File: src/rtl/ser_pkg.sv
package ser_pkg;
    // ********************************************************
    // sizes
    // ********************************************************
    localparam int RX_DEPTH = 3;
    localparam int TXS_W = 20;
    // ********************************************************
    // register indices behind the pointer
    // ********************************************************
    localparam logic [2:0] REG_CMD = 3'h0;
    localparam logic [2:0] REG_MODE = 3'h1;
    localparam logic [2:0] REG_VEC = 3'h2;
    localparam logic [2:0] REG_RXP = 3'h3;
    localparam logic [2:0] REG_MISC = 3'h4;
    localparam logic [2:0] REG_TXP = 3'h5;
    localparam logic [2:0] REG_SYNC_LO = 3'h6;
    localparam logic [2:0] REG_SYNC_HI = 3'h7;
    localparam logic [2:0] RD_MAIN = 3'h0;
    localparam logic [2:0] RD_SPECIAL = 3'h1;
    localparam logic [2:0] RD_VECTOR = 3'h2;
    localparam logic [7:0] REG_RST = 8'h00;
    // ********************************************************
    // fields
    // ********************************************************
    localparam int CMD_LSB = 3;
    localparam logic [2:0] CMD_NONE = 3'h0;
    localparam logic [2:0] CMD_RST_EXT = 3'h2;
    localparam logic [2:0] CMD_CH_RESET = 3'h3;
    localparam logic [2:0] CMD_ARM_RX = 3'h4;
    localparam logic [2:0] CMD_RST_TX = 3'h5;
    localparam logic [2:0] CMD_ERR_RST = 3'h6;
    localparam logic [2:0] CMD_RETI = 3'h7;
    localparam int M_EXT_EN = 0;
    localparam int M_TX_EN = 1;
    localparam int M_SAV = 2;
    localparam int M_RXM = 3;
    localparam int M_WR_RX = 5;
    localparam int M_WR_FN = 6;
    localparam int M_WR_EN = 7;
    localparam logic [1:0] RXM_OFF = 2'h0;
    localparam logic [1:0] RXM_FIRST = 2'h1;
    localparam logic [1:0] RXM_ALL_PAR = 2'h2;
    localparam int R_EN = 0;
    localparam int R_CRC = 3;
    localparam int R_LEN = 6;
    localparam int X_STOP = 2;
    localparam int X_SYNC = 4;
    localparam logic [1:0] STOP_SYNC = 2'h0;
    localparam logic [1:0] SYNC_BIT = 2'h2;
    localparam int T_EN = 3;
    localparam int S_RX_AVAIL = 0;
    localparam int S_INT_PEND = 1;
    localparam int S_TX_EMPTY = 2;
    localparam int S_DCD = 3;
    localparam int S_SYNC = 4;
    localparam int S_CTS = 5;
    localparam int S_CRC_SEND = 6;
    localparam int S_BRK = 7;
    localparam int P_ALL_SENT = 0;
    localparam int P_PARITY = 4;
    localparam int P_OVERRUN = 5;
    localparam int P_FRAME_CRC = 6;
    localparam int P_EOF = 7;
    localparam int VEC_LSB = 1;
    localparam logic [2:0] NO_INT_CODE = 3'h3;
    localparam logic [2:0] SLOT_RX = 3'h1;
    // ********************************************************
    // carriers
    // ********************************************************
    typedef struct packed {
        logic [7:0] data;
        logic parity_err;
        logic framing_err;
        logic crc_err;
        logic eof;
    } rx_char_s;
    typedef struct packed {
        logic cts;
        logic dcd;
        logic sync;
        logic brk;
        logic crc_send;
    } ext_pins_s;
    typedef struct packed {
        logic cs;
        logic rd;
        logic wr;
        logic chan_b;
        logic ctrl;
        logic [7:0] data;
    } bus_req_s;
    // lowest set index wins: slot 0 is the highest priority
    function automatic logic [3:0] first_set(input logic [7:0] v);
        logic [3:0] r;
        r = 4'h0;
        for (int i = 7; i >= 0; i--) begin
            if (v[i]) begin
                r = {1'b1, 3'(i)};
            end
        end
        return r;
    endfunction : first_set
    function automatic logic [2:0] slot_code(input logic [2:0] s);
        logic [2:0] r;
        unique case (s)
            3'h0: r = 3'h7;
            3'h1: r = 3'h6;
            3'h2: r = 3'h4;
            3'h3: r = 3'h5;
            3'h4: r = 3'h3;
            3'h5: r = 3'h2;
            3'h6: r = 3'h0;
            3'h7: r = 3'h1;
        endcase
        return r;
    endfunction : slot_code
    function automatic logic [7:0] char_mask(input logic [1:0] len);
        logic [7:0] r;
        unique case (len)
            2'h0: r = 8'h1F;
            2'h1: r = 8'h7F;
            2'h2: r = 8'h3F;
            2'h3: r = 8'hFF;
        endcase
        return r;
    endfunction : char_mask
endpackage : ser_pkg

File: src/rtl/dual_serial_host_irq_port.sv
`timescale 1ns/1ps
// ************************************************************
// Summary of operation
// RULE1 - main status per channel shows transfer needs
// RULE2 - crc error status valid only at frame end
// RULE3 - polling host keeps interrupts off, reads later
// RULE4 - vector bits three to one name source
// RULE5 - sources enabled singly; A before B; rx,tx,ext
// RULE6 - tx interrupt when written buffer goes empty
// RULE7 - receive interrupt on first or every character
// RULE8 - parity error may select the special vector
// RULE9 - special conditions interrupt only in receive modes
// RULE10 - after first char, specials except parity interrupt
// RULE11 - cts, dcd, sync transitions raise external status
// RULE12 - crc sending and break/abort raise external status
// RULE13 - break/abort interrupts at start and end
// RULE14 - acknowledge puts eight-bit vector on data
// RULE15 - three mode bits select wait or ready function
// RULE16 - ready when able; wait stalls the cpu access
// RULE17 - eight write, three read registers; vector on B
// RULE18 - reads give status, special status, modified vector
// RULE19 - write registers hold pointer, modes, sync chars
// RULE20 - three-deep receive fifo behind the shifter
// RULE21 - tx buffer feeds twenty-bit shifter or sync chars
// RULE22 - received chars steered to data or crc path
// RULE23 - pointer byte first, then data; reset clears pointer
// RULE24 - request while enabled source outranks any in service
// ************************************************************
module serial_rx_fifo #(
    parameter int WIDTH = 8,
    parameter int DEPTH = 3
) (
    input wire logic core_clk,
    input wire logic rst,
    input wire logic clk_en,
    input wire logic clr,
    input wire logic in_valid,
    output logic in_ready,
    input wire logic [WIDTH-1:0] in_data,
    output logic out_valid,
    input wire logic out_ready,
    output logic [WIDTH-1:0] out_data
);
    localparam int AW = (DEPTH > 1) ? $clog2(DEPTH) : 1;
    localparam logic [AW:0] FULL = (AW+1)'(DEPTH);
    localparam logic [AW-1:0] LAST = AW'(DEPTH - 1);
    logic [WIDTH-1:0] mem_q [DEPTH];
    logic [AW-1:0] wp_q;
    logic [AW-1:0] rp_q;
    logic [AW:0] cnt_q;
    logic push;
    logic pop;
    assign in_ready = (cnt_q != FULL);
    assign out_valid = (cnt_q != '0);
    assign out_data = mem_q[rp_q];
    assign push = in_valid & in_ready & ~clr;
    assign pop = out_valid & out_ready;
    function automatic logic [AW-1:0] bump(input logic [AW-1:0] p);
        return (p == LAST) ? '0 : p + 1'b1;
    endfunction : bump
    always_ff @(posedge core_clk or posedge rst) begin
        if (rst) begin
            wp_q <= '0;
            rp_q <= '0;
            cnt_q <= '0;
        end else if (clk_en && clr) begin
            wp_q <= '0;
            rp_q <= '0;
            cnt_q <= '0;
        end else if (clk_en) begin
            wp_q <= push ? bump(wp_q) : wp_q;
            rp_q <= pop ? bump(rp_q) : rp_q;
            cnt_q <= cnt_q + {{AW{1'b0}}, push} - {{AW{1'b0}}, pop};
        end
    end
    always_ff @(posedge core_clk) begin
        if (clk_en && push) begin
            mem_q[wp_q] <= in_data;
        end
    end
endmodule : serial_rx_fifo

module dual_serial_host_irq_port (
    input wire logic core_clk,
    input wire logic rst,
    input wire logic clk_en,
    input wire ser_pkg::bus_req_s bus,
    output logic bus_stall,
    output logic [7:0] rd_data,
    input wire logic intack,
    input wire logic reti,
    output logic int_req,
    output logic [1:0] wait_rdy_o,
    output logic [1:0] wait_rdy_oe_n,
    input wire ser_pkg::rx_char_s [1:0] rx_char,
    input wire logic [1:0] rx_valid,
    output logic [1:0] rx_ready,
    output logic [1:0] crc_valid,
    output logic [1:0][7:0] crc_data,
    output logic [1:0] tx_load_valid,
    output logic [1:0][ser_pkg::TXS_W-1:0] tx_load_word,
    input wire logic [1:0] tx_load_ready,
    input wire ser_pkg::ext_pins_s [1:0] ext
);
    // ********************************************************
    // state
    // ********************************************************
    logic [1:0][7:0][7:0] wreg_q;
    logic [1:0][2:0] ptr_q, ptr_d;
    logic [1:0] arm_q, arm_d, ovr_q, ovr_d, txfull_q, txfull_d;
    logic [1:0] tx_ip_q, tx_ip_d, ext_ip_q, ext_ip_d;
    logic [1:0][7:0] txbuf_q;
    logic [1:0][4:0] ext_prev_q;
    logic [1:0] crcv_q, txv_q;
    logic [1:0][7:0] crcd_q;
    logic [1:0][ser_pkg::TXS_W-1:0] txw_q, fill_w;
    logic [7:0] ius_q, ius_d, rd_data_q, rd_data_d;
    // ********************************************************
    // decode
    // ********************************************************
    logic take, pf, iuf, ack, reti_ev, sav;
    logic [3:0] p_hit, i_hit;
    logic [2:0] pidx, iidx;
    logic [7:0] pend, vec, vec_mod;
    logic [1:0] sel, ctl_wr, ctl_rd, dat_wr, dat_rd, cmd_wr, ch_rst;
    logic [1:0] fin_v, fout_v, ov_set, err_clr, ld_go, tx_empties;
    logic [1:0] fill, sync_md, rdy, acc_stall, sp_ev, ack_rx;
    logic [1:0][2:0] cmd;
    logic [1:0][1:0] rxm;
    logic [1:0][7:0] mode, rxp, misc, txp, main_st, spec_st;
    ser_pkg::rx_char_s [1:0] rx_in, head;

    assign bus_stall = |acc_stall;
    assign take = clk_en & bus.cs & (bus.rd | bus.wr) & ~bus_stall;
    assign rd_data = rd_data_q;
    assign crc_valid = crcv_q;
    assign crc_data = crcd_q;
    assign tx_load_valid = txv_q;
    assign tx_load_word = txw_q;

    for (genvar c = 0; c < 2; c++) begin : g_ch
        assign sel[c] = take & (bus.chan_b == 1'(c));
        assign ctl_wr[c] = sel[c] & bus.ctrl & bus.wr;
        assign ctl_rd[c] = sel[c] & bus.ctrl & ~bus.wr;
        assign dat_wr[c] = sel[c] & ~bus.ctrl & bus.wr;
        assign dat_rd[c] = sel[c] & ~bus.ctrl & ~bus.wr;
        assign cmd_wr[c] = ctl_wr[c] & (ptr_q[c] == ser_pkg::REG_CMD);
        assign cmd[c] = cmd_wr[c] ? bus.data[ser_pkg::CMD_LSB +: 3]
                                  : ser_pkg::CMD_NONE;
        assign ch_rst[c] = (cmd[c] == ser_pkg::CMD_CH_RESET);
        assign mode[c] = wreg_q[c][ser_pkg::REG_MODE];
        assign rxp[c] = wreg_q[c][ser_pkg::REG_RXP];
        assign misc[c] = wreg_q[c][ser_pkg::REG_MISC];
        assign txp[c] = wreg_q[c][ser_pkg::REG_TXP];
        assign rxm[c] = mode[c][ser_pkg::M_RXM +: 2];
        assign sync_md[c] = misc[c][ser_pkg::X_STOP +: 2]
                            == ser_pkg::STOP_SYNC;
        // RULE23 pointer then data
        assign ptr_d[c] = (ch_rst[c] | (ctl_wr[c] & ~cmd_wr[c])
                           | ctl_rd[c]) ? ser_pkg::REG_CMD
                        : cmd_wr[c] ? bus.data[2:0] : ptr_q[c];
        // RULE22 length mask only when async
        assign rx_in[c] = {rx_char[c].data & (sync_md[c] ? 8'hFF
                           : ser_pkg::char_mask(rxp[c][ser_pkg::R_LEN +: 2])),
                           rx_char[c][3:0]};
        assign fin_v[c] = rx_valid[c] & rxp[c][ser_pkg::R_EN];
        // RULE20 three buffers behind shifter
        serial_rx_fifo #(
            .WIDTH($bits(ser_pkg::rx_char_s)),
            .DEPTH(ser_pkg::RX_DEPTH)
        ) u_rx_fifo (
            .core_clk(core_clk),
            .rst(rst),
            .clk_en(clk_en),
            .clr(ch_rst[c]),
            .in_valid(fin_v[c]),
            .in_ready(rx_ready[c]),
            .in_data(rx_in[c]),
            .out_valid(fout_v[c]),
            .out_ready(dat_rd[c]),
            .out_data(head[c])
        );
        // overrun: set beats error reset
        assign ov_set[c] = fin_v[c] & ~rx_ready[c];
        assign err_clr[c] = ch_rst[c] | (cmd[c] == ser_pkg::CMD_ERR_RST);
        assign ovr_d[c] = ov_set[c] | (ovr_q[c] & ~err_clr[c]);
        // RULE10 parity counts only in all-chars-with-parity option
        assign sp_ev[c] = ovr_q[c] | (fout_v[c] & (head[c].framing_err
                          | head[c].eof | (head[c].parity_err
                          & (rxm[c] == ser_pkg::RXM_ALL_PAR))));
        assign ack_rx[c] = ack & (pidx == {1'(c), 2'(ser_pkg::SLOT_RX)});
        // RULE7 first char arms once
        assign arm_d[c] = ch_rst[c] | (cmd[c] == ser_pkg::CMD_ARM_RX)
                          | (arm_q[c] & ~ack_rx[c]);
        // RULE5 RULE9 each source gated by its enable
        assign pend[4*c +: 4] = {
            ext_ip_q[c] & mode[c][ser_pkg::M_EXT_EN],
            tx_ip_q[c] & mode[c][ser_pkg::M_TX_EN],
            fout_v[c] & (rxm[c][1] | ((rxm[c] == ser_pkg::RXM_FIRST)
                                      & arm_q[c])),
            sp_ev[c] & (rxm[c] != ser_pkg::RXM_OFF)};
        // RULE21 buffer or sync chars into shifter
        assign ld_go[c] = txp[c][ser_pkg::T_EN]
                          & (~txv_q[c] | tx_load_ready[c]);
        assign tx_empties[c] = ld_go[c] & txfull_q[c];
        assign fill[c] = ld_go[c] & ~txfull_q[c] & sync_md[c];
        assign fill_w[c] = (misc[c][ser_pkg::X_SYNC +: 2]
                            == ser_pkg::SYNC_BIT)
            ? {12'h000, wreg_q[c][ser_pkg::REG_SYNC_HI]}
            : {4'h0, wreg_q[c][ser_pkg::REG_SYNC_HI],
               wreg_q[c][ser_pkg::REG_SYNC_LO]};
        assign txfull_d[c] = dat_wr[c]
                             | (txfull_q[c] & ~tx_empties[c] & ~ch_rst[c]);
        // RULE6 empty after a written char
        assign tx_ip_d[c] = tx_empties[c] | (tx_ip_q[c] & ~ch_rst[c]
                            & ~dat_wr[c] & (cmd[c] != ser_pkg::CMD_RST_TX));
        // RULE11 RULE12 RULE13 any edge of pins
        assign ext_ip_d[c] = (ext[c] != ext_prev_q[c])
                             | (ext_ip_q[c] & ~ch_rst[c]
                                & (cmd[c] != ser_pkg::CMD_RST_EXT));
        // RULE15 RULE16 wait stalls, ready drives
        assign rdy[c] = mode[c][ser_pkg::M_WR_RX] ? fout_v[c] : ~txfull_q[c];
        assign acc_stall[c] = mode[c][ser_pkg::M_WR_EN]
            & ~mode[c][ser_pkg::M_WR_FN] & ~rdy[c] & bus.cs & ~bus.ctrl
            & (bus.chan_b == 1'(c))
            & (mode[c][ser_pkg::M_WR_RX] ? bus.rd & ~bus.wr : bus.wr);
        assign wait_rdy_oe_n[c] = ~(mode[c][ser_pkg::M_WR_EN]
            & (mode[c][ser_pkg::M_WR_FN] | acc_stall[c]));
        assign wait_rdy_o[c] = mode[c][ser_pkg::M_WR_FN] & ~rdy[c];
        // RULE1 RULE18 status images
        always_comb begin
            main_st[c] = 8'h00;
            main_st[c][ser_pkg::S_RX_AVAIL] = fout_v[c];
            main_st[c][ser_pkg::S_INT_PEND] = (c == 0) & pf;
            main_st[c][ser_pkg::S_TX_EMPTY] = ~txfull_q[c];
            main_st[c][ser_pkg::S_DCD] = ext[c].dcd;
            main_st[c][ser_pkg::S_SYNC] = ext[c].sync;
            main_st[c][ser_pkg::S_CTS] = ext[c].cts;
            main_st[c][ser_pkg::S_CRC_SEND] = ext[c].crc_send;
            main_st[c][ser_pkg::S_BRK] = ext[c].brk;
            spec_st[c] = 8'h00;
            spec_st[c][ser_pkg::P_ALL_SENT] = ~txfull_q[c] & ~txv_q[c];
            spec_st[c][ser_pkg::P_PARITY] = fout_v[c] & head[c].parity_err;
            spec_st[c][ser_pkg::P_OVERRUN] = ovr_q[c];
            // RULE2 crc error only with end of frame
            spec_st[c][ser_pkg::P_FRAME_CRC] = fout_v[c]
                & (head[c].framing_err | (head[c].eof & head[c].crc_err));
            spec_st[c][ser_pkg::P_EOF] = fout_v[c] & head[c].eof;
        end
        always_ff @(posedge core_clk or posedge rst) begin
            if (rst) begin
                wreg_q[c] <= '0;
                ptr_q[c] <= ser_pkg::REG_CMD;
                {arm_q[c], ovr_q[c], txfull_q[c]} <= 3'h4;
                {tx_ip_q[c], ext_ip_q[c], crcv_q[c], txv_q[c]} <= 4'h0;
                ext_prev_q[c] <= 5'h00;
                txbuf_q[c] <= 8'h00;
                crcd_q[c] <= 8'h00;
                txw_q[c] <= '0;
            end else if (clk_en) begin
                ptr_q[c] <= ptr_d[c];
                {arm_q[c], ovr_q[c], txfull_q[c]} <=
                    {arm_d[c], ovr_d[c], txfull_d[c]};
                {tx_ip_q[c], ext_ip_q[c]} <= {tx_ip_d[c], ext_ip_d[c]};
                ext_prev_q[c] <= ext[c];
                // RULE17 RULE19 vector index exists on B only
                if (ch_rst[c]) begin
                    wreg_q[c] <= '0;
                end else if (ctl_wr[c] & ~cmd_wr[c]
                             & ~(c == 0 && ptr_q[c] == ser_pkg::REG_VEC)) begin
                    wreg_q[c][ptr_q[c]] <= bus.data;
                end
                txbuf_q[c] <= dat_wr[c] ? bus.data : txbuf_q[c];
                // RULE22 crc path in sync modes
                crcv_q[c] <= fin_v[c] & rx_ready[c] & sync_md[c]
                             & rxp[c][ser_pkg::R_CRC];
                crcd_q[c] <= rx_in[c].data;
                if (ld_go[c]) begin
                    txv_q[c] <= txfull_q[c] | fill[c];
                    txw_q[c] <= txfull_q[c] ? {12'h000, txbuf_q[c]}
                                            : fill_w[c];
                end
            end
        end
    end

    // ********************************************************
    // interrupt priority and vector
    // ********************************************************
    assign vec = wreg_q[1][ser_pkg::REG_VEC];
    assign sav = mode[1][ser_pkg::M_SAV];
    assign p_hit = ser_pkg::first_set(pend);
    assign i_hit = ser_pkg::first_set(ius_q);
    assign {pf, pidx} = p_hit;
    assign {iuf, iidx} = i_hit;
    // RULE24 masked by the same or a higher one in service
    assign int_req = pf & (~iuf | (pidx < iidx));
    assign ack = clk_en & intack & int_req;
    // RULE4 RULE8 three code bits replaced
    assign vec_mod = sav ? {vec[7:4], pf ? ser_pkg::slot_code(pidx)
                            : ser_pkg::NO_INT_CODE, vec[0]} : vec;
    assign reti_ev = iuf & ((clk_en & reti)
                     | (cmd[0] == ser_pkg::CMD_RETI));
    assign ius_d = (ius_q | (ack ? 8'h01 << pidx : 8'h00))
                   & ~(reti_ev ? 8'h01 << iidx : 8'h00);
    // RULE14 RULE18 acknowledge outranks a bus read
    always_comb begin
        rd_data_d = rd_data_q;
        if (ack) begin
            rd_data_d = vec_mod;
        end else if (dat_rd[bus.chan_b]) begin
            rd_data_d = head[bus.chan_b].data;
        end else if (ctl_rd[bus.chan_b]) begin
            case (ptr_q[bus.chan_b])
                ser_pkg::RD_MAIN: rd_data_d = main_st[bus.chan_b];
                ser_pkg::RD_SPECIAL: rd_data_d = spec_st[bus.chan_b];
                ser_pkg::RD_VECTOR: rd_data_d = bus.chan_b ? vec_mod : 8'h00;
                default: rd_data_d = 8'h00;
            endcase
        end
    end
    always_ff @(posedge core_clk or posedge rst) begin
        if (rst) begin
            ius_q <= 8'h00;
            rd_data_q <= 8'h00;
        end else if (clk_en) begin
            ius_q <= ius_d;
            rd_data_q <= rd_data_d;
        end
    end
endmodule : dual_serial_host_irq_port

File: config.mk
export PLATFORM = sky130hd
export DESIGN_NAME = dual_serial_host_irq_port
export DESIGN_NICKNAME = d
export VERILOG_FILES = /design/src/rtl/ser_pkg.sv /design/src/rtl/dual_serial_host_irq_port.sv
export SDC_FILE = /design/constraint.sdc
export NUM_CORES = 1
export LEC_CHECK = 0
export ABC_AREA = 1
export BUFFER_PORTS_ARGS = -buffer_cell sky130_fd_sc_hd__buf_2
export CAP_MARGIN = 20
export CORE_MARGIN = 1
export CORE_UTILIZATION = 64
export CTS_CLUSTER_SIZE = 14
export DETAILED_ROUTE_END_ITERATION = 8
export MAX_ROUTING_LAYER = met4
export PLACE_DENSITY = 0.84
export SLEW_MARGIN = 20
export SYNTH_ARGS = -nofsm -noshare
export SYNTH_HDL_FRONTEND = slang
export SYNTH_SLANG_ARGS = --single-unit
File: constraint.sdc
create_clock -name core_clk -period 13.1 [get_ports core_clk]
set_clock_uncertainty 0.2 [all_clocks]
set_input_delay 0.655 -clock core_clk [delete_from_list [all_inputs] [get_ports core_clk]]
set_output_delay 0.655 -clock core_clk [all_outputs]
set_load 0.05 [all_outputs]
==> results of run 1 <==
## Yosys cell counts (all sizes together) (6+ instances only)
cell type / n / share of area
nand2: 423 / 0.13
dfrtp: 195 / 0.38
inv: 152 / 0.044
o21ai: 150 / 0.059
nand3: 135 / 0.054
nor2: 86 / 0.028
edfxtp: 72 / 0.17
a21oi: 64 / 0.026
buf: 34 / 0.020
clkbuf: 31 / 0.0090
nor3: 25 / 0.011
nand4: 19 / 0.0092
o22ai: 13 / 0.0063
ha: 8 / 0.0078
o31ai: 8 / 0.0047
o211ai: 7 / 0.0041
a211oi: 6 / 0.0039
o41ai: 6 / 0.0041
## kinds of logic (layout without fill, tap and decap cells)
family                   count (synthesis)  in the layout  share of synthesized area
AND/OR/NAND/NOR                        696            696                      0.239
flip-flops                             269            269                      0.551
other                                    1              9                   0.000291
adder cells (fa/ha/maj)                 10             10                     0.0109
buffers and inverters                  218            330                     0.0734
XOR/XNOR                                 4              4                    0.00272
AO/OA/AOI/OAI                          278            278                      0.123
## where the power goes
part / internal [mW] / switching [mW] / leakage, nW
clock network: 0.447 / 0.320 / 0.428
logic: 0.215 / 0.608 / 3.26
registers: 0.984 / 0.0997 / 3.08
## area by class of cell
class	instances	area, sq um	area share
flip-flops and latches	269	7090	0.491
multi-input cells	996	4870	0.337
clock inverters	11	120	0.00832
well taps	265	332	0.0230
diodes	1	2.50	0.000173
clock buffers	36	761	0.0527
repair buffers	130	673	0.0466
inverters	153	584	0.0405
## sequential cells by signal, indices dropped and copies added, names as in the netlist, 6 cells and up
name / cells
g_ch.u_rx_fifo.cnt_q: 6
rd_data: 8
ext_prev_q: 10
crc_data: 16
txbuf_q: 16
mode: 15
wreg_q: 32
misc: 8
ius_q: 8
vec: 8
rxp: 8
g_ch.u_rx_fifo.mem_q: 72
tx_load_word: 32
ptr_q: 6
## placed cells by master (no fill, tap or decap), drive strengths merged, types with 2 or more instances in the layout
cell type	count
nand2	423
dfrtp	195
inv	154
o21ai	150
nand3	135
buf	130
nor2	86
edfxtp	72
a21oi	64
clkbuf	36
nor3	25
nand4	19
o22ai	13
o31ai	8
ha	8
conb	8
o211ai	7
o41ai	6
a211oi	6
clkinv	6
a221oi	5
a31oi	4
nor4	3
or2	3
a21boi	3
xor2	3
a22o	2
o32ai	2
o21a	2
o31a	2
fa	2
dfstp	2
clkinvlp	2
bufinv	2
## worst max-delay path: stages, from the launching register on
cell	delay, ns
dfrtp_1	0.56
nor2_1	0.74
nand2_1	0.13
nand3_1	0.19
nor2_1	0.09
nand2_1	0.07
nand2_1	0.05
nand2_1	0.05
nand2_1	0.07
nand2_1	0.13
inv_2	0.07
nand2_1	0.08
nor2_2	0.07
ha_1	0.30
inv_1	0.07
o21bai_1	0.07
inv_1	0.06
nand2_2	0.07
a21boi_0	0.16
buf_2	0.29
## worst paths after layout
kind                                                  startpoint                                      end  slack [ns]  depth (start not counted)
setup / recovery           g_ch[0].u_rx_fifo.rp_q[1]$_DFFE_PP0P_                                  int_req        8.37                         19
hold / removal                                               rst             tx_load_word[23]$_DFFE_PP0P_        0.07                          2
setup reg to reg                         txfull_q[1]$_DFFE_PP0P_   g_ch[0].u_rx_fifo.cnt_q[2]$_DFFE_PP0P_        9.03                         16
hold reg to reg                             arm_q[1]$_DFFE_PP1P_                     arm_q[1]$_DFFE_PP1P_        0.27                          2
max in group asynchronous                                    rst                   wreg_q[59]$_DFFE_PP0P_       11.43                          3
min in group core_clk                                 rx_char[3]  g_ch[0].u_rx_fifo.mem_q[0][3]$_DFFE_PP_        0.11                          1
## per-layer routing
| metal | part of all wire | track usage | vias up |
|---|---|---|---|
| met5 | 0 | - | - |
| met4 | 0.028 | 0.108 | 0 |
| met3 | 0.10 | 0.0683 | 86 |
| met2 | 0.45 | 0.502 | 559 |
| met1 | 0.42 | 0.476 | 5115 |
| li1 | - | - | 5116 |
## stage by stage
stage          worst slack (ns)  hold WS, ns  instance area, sq um  total power [mW]
2_1_floorplan              6.88        0.244                 12900              1.69
3_3_place_gp               8.55        0.250                 13500              1.88
3_5_place_dp               8.41        0.259                 13500              1.90
4_1_cts                    8.39        0.105                 14400              2.67
5_1_grt                    7.98        0.114                 14400              2.81
6_report                   8.37       0.0695                 14400              2.67
==> metrics.txt, run 1 <==
antenna violations before repair 1; Post-synth EDFFs 72; CP Launch Type flop; largest net degree at the start of global routing 116; Final Max Tran Viols 0; maxcap violations 0; Setup Buffers After CTS 0; clk root buf clkbuf_16; htree depth 1; Routed Antenna Nets 0; Num CTS Buffers 27; critical path type flop to output port; WP data arrival 3.87 ns; Core Region 19,600 sq um; worst-path maximum fanout 15; register area share after synthesis 0.551; CTS Hold Bufs 0; global route overflow 0; count of cell types in the netlist 59; Rows 51; FFs w/ async S/R, synth 0.732; Skew-Pair Late Insertion Delay 0.54 ns; DRC violations left 0; Overall Global Routing Usage 0.340; Peak VDD IR 0.116 mV; Area Overhead vs Synth 12.1%; share of cells above drive strength 1 0.139; number of sinks on the clock net 269; cell leakage power 6.77 nW; Final period util 0.361; number of I/O port buffers 123; routed vias 10,876; num ports 132; Max Clock Freq 0.211 GHz; Setup Viol. Count Final 0; Final Hold Viols 0; Final Core Density 0.737; Pre-Repair DR Iteration Count 5; Vias/cell 5.84; layout net count 1,643; die span in y 144 microns; power per cell area 185 nW/um^2; Initial Utilization 0.658; Die X 144 microns; number of global-route vias before repair 9,900; Fillers 1,431; Setup TNS 0 ns; Mapped Avg Cell Area 8.73 sq um; Tmin final 4.73 ns; FF+latch count, synth 269; first-pass GRT wire length 52,100 microns; crit path capture type output port; Syn Inst Count 1,476; Routed WL per cell 17.8 microns; Post-synth top flop dfrtp_1; Post-CTS Resized 0; Final Non-Filler Cells 1,861; DRT iter0 DRCs 1,093; CTS tree built; Ys Warns 0; Die ar. 20,700 sq um; RSZ-0062 raised after global routing no; Required @ worst endpoint 12.24 ns; relative slew slack 0.255; Mapped Area 12,900 sq um; post-DP HPWL 22,900 microns; placed insts 1,811; CTS Buffer Depth 3; Final Wtd Congestion 0.976; DRT Wirelength 33,200 microns; Worst-path clk slew 0.06 ns; status finished clean; Worst Max-Slew Pin Slew 1.11 ns; Hold WC Path Type primary input to asynchronous set/reset pin
Power figures use the tool's default switching activity.
==> inputs of run 2 (changes only) <==
--- a/config.mk
+++ b/config.mk
@@ -9,11 +9,11 @@
 export BUFFER_PORTS_ARGS = -buffer_cell sky130_fd_sc_hd__buf_2
 export CAP_MARGIN = 20
 export CORE_MARGIN = 1
-export CORE_UTILIZATION = 64
+export CORE_UTILIZATION = 54
 export CTS_CLUSTER_SIZE = 14
 export DETAILED_ROUTE_END_ITERATION = 8
 export MAX_ROUTING_LAYER = met4
-export PLACE_DENSITY = 0.84
+export PLACE_DENSITY = 0.75
 export SLEW_MARGIN = 20
 export SYNTH_ARGS = -nofsm -noshare
 export SYNTH_HDL_FRONTEND = slang
==> constraint.sdc (replaced) <==
create_clock -name core_clk -period 3.84 [get_ports core_clk]
set_clock_uncertainty 0.2 [all_clocks]
set_input_delay 0.192 -clock core_clk [delete_from_list [all_inputs] [get_ports core_clk]]
set_output_delay 0.192 -clock core_clk [all_outputs]
set_load 0.05 [all_outputs]
==> run 2 against run 1 <==
Net effect:
- register-to-register slack got worse by 8.6 ns
- clock-buffer cell count decreased by 1
- hold slack got worse by 0.0053 ns
- global-route usage decreased by 3.9 points
- wire length increased by 6.0%
- largest power group unchanged
==> metrics.txt, run 2 (same netlist as run 1, synthesis figures left out) <==
Antenna Cells 0 (-1); Seq pwr share 0.389 (-0.016); Final Hold Viols 0 (unchanged); DRC violations left 0 (unchanged); htree depth 1 (unchanged); pre-CTS setup slack 0.501 ns (-7.91 ns); routed vias 11,137 (+2.4%); Core Region 23,400 sq um (+19%); Hold WC Path Type primary input to flop; first-pass GRT wire length 55,400 microns (+6.3%); Placed Area 13,800 sq um (+2.0%); NetSw 3.60 mW (+250%); R2R cell count 19 (+3); multi-input logic area 4910 sq um (+0.87%); Initial Utilization 0.550 (-0.107); Required @ worst endpoint 3.45 ns (-8.79 ns); number of I/O port buffers 123 (unchanged); layout net count 1,718 (+4.6%); largest net degree at the start of global routing 85 (-27%); Tmin final 3.58 ns; number of global-route vias before repair 10,459 (+5.6%); WP data arrival 3.19 ns (-0.68 ns); maxcap violations 0 (unchanged); die span in y 156 microns (+8.7%); post-DP HPWL 24,100 microns (+5.2%); most frequent cells in the layout nand2_1, dfrtp_1, inv_1, nand3_1, buf_2; critical path type flop to output port; Peak VDD IR 0.412 mV (+250%); Largest register FFs 72 (unchanged); Final Wtd Congestion 0.993 (+1.8%); status finished clean; relative slew slack 0.351 (+0.0967); power per cell area 616 nW/um^2 (+230%); internal power 5.84 mW (+250%); Die X 156 microns (+8.7%); FF-to-FF End g_ch[1].u_rx_fifo.cnt_q[2]$_DFFE_PP0P_; Pre-Repair DR Iteration Count 6 (+1); Setup Viol. Count Final 0 (unchanged); Area Overhead vs Synth 18.9%; Routed Antenna Nets 0 (unchanged); R2R setup slack 0.42 ns (-8.61 ns); Final period util 0.932; RSZ-0062 raised after global routing no; Routed WL per cell 17.7 microns (-0.93%); Die ar. 24,500 sq um (+18%); num ports 132 (unchanged); Worst Setup EP int_req; Fillers 1,962 (+37%); reg2reg start g_ch[1].u_rx_fifo.cnt_q[1]$_DFFE_PP0P_; Clk pwr share 0.293 (+0.006); clk root buf clkbuf_16; Worst Max-Slew Pin Slew 0.971 ns (-0.139 ns); share of cells above drive strength 1 0.155 (+0.0163); final worst setup slack 0.261 ns (-8.11 ns); FF/Latch Area 7100 sq um (about the same); sw frac 0.382 (-0.00278); Num CTS Buffers 29 (+7.4%); CTS Buffer Depth 3 (unchanged); Overall Global Routing Usage 0.301 (-0.0391); Rows 56 (+9.8%); antenna violations before repair 0 (-1); Max Clock Freq 0.279 GHz; DRT iter0 DRCs 1,031 (-5.7%); logic gate share of total power 0.318 (+0.010); most common cell after layout, fill and taps aside nand2_1; worst-path maximum fanout 15 (unchanged); Worst Setup SP g_ch[1].u_rx_fifo.rp_q[1]$_DFFE_PP0P_; cell leakage power 7.15 nW (+5.6%); Vias/cell 5.59 (-4.3%); hold slack 0.0641 ns (-0.00533 ns); CTS tree built; DRT Wirelength 35,200 microns (+6.0%); Tot Pwr 9.45 mW (+250%); global route overflow 0 (unchanged); CP Launch Type flop; crit path capture type output port; number of sinks on the clock net 269 (unchanged); Skew-Pair Late Insertion Delay 0.54 ns (about the same); largest register by flop count g_ch.u_rx_fifo.mem_q; Worst-path clk slew 0.06 ns (about the same); Setup TNS 0 ns (unchanged); Post-Layout Inst Area 15,300 sq um (+6.1%); Final Max Tran Viols 0 (unchanged)
## run 2: worst max-delay path, stage by stage (launching register included)
cell	delay (ns)
dfrtp_2	0.52
inv_1	0.13
nand3_1	0.09
nand3_1	0.12
nor2_1	0.16
nand2_1	0.07
nand2_1	0.05
nand2_1	0.04
nand2_1	0.09
nand2_1	0.06
nor2_1	0.21
nor2_4	0.09
ha_1	0.30
inv_1	0.07
o21bai_1	0.07
inv_1	0.06
nand2_2	0.07
a21boi_0	0.20
buf_4	0.24
## run 2: worst min-delay path by stage
stage / slack, ns / end / cells after the start / start
global route: 0.08 / crc_data[5]$_DFFE_PP0P_ / 5 / clk_en
global placement: 0.20 / g_ch[0].u_rx_fifo.mem_q[1][2]$_DFFE_PP_ / 1 / rx_char[2]
detailed placement: 0.20 / g_ch[0].u_rx_fifo.mem_q[2][0]$_DFFE_PP_ / 1 / rx_char[0]
floorplan: 0.09 / g_ch[0].u_rx_fifo.mem_q[0][0]$_DFFE_PP_ / 0 / rx_char[0]
CTS: 0.04 / crc_data[5]$_DFFE_PP0P_ / 5 / clk_en
finish: 0.06 / crc_data[5]$_DFFE_PP0P_ / 5 / clk_en
## run 2: what timing repair did
item / in CTS / in global routing
setup buffers: 0 / 2
endpoints found under the hold margin: 224 / 5
hold buffers: 47 / 1
endpoints found under the setup margin: 1 / 1
pin swaps: 0 / 1
gates resized for setup: 2 / 12
## run 2: power groups by stage
stage	Clock, mW	Sequential, mW	Combinational, mW
after floorplan	0	4.12	1.66
after global placement	0	3.70	2.81
after detailed placement	0	3.71	2.85
after CTS	2.79	3.66	2.92
after global routing	2.90	3.73	3.30
final	2.76	3.68	3.01
## run 2: through the flow
stage,utilization,instances
2_1_floorplan,-,1483
3_3_place_gp,0.590,1889
3_5_place_dp,0.590,1889
4_1_cts,0.650,1988
5_1_grt,0.655,1992
6_report,0.655,1992
## run 2: layout make-up
cell class	count	share of cell area
clock buffer	35	0.0501
clock inverter	17	0.0111
inverter	153	0.0379
multi-input combinational	996	0.321
sequential	269	0.463
tap	319	0.0260
timing repair buffer	203	0.0911
## run 2: per-layer routing
layer	routed length, microns	GRT usage	vias to the layer above
li1	-	-	5261
met1	15300	0.414	5295
met2	15400	0.432	490
met3	3290	0.0723	91
met4	1150	0.114	0
met5	0	-	-
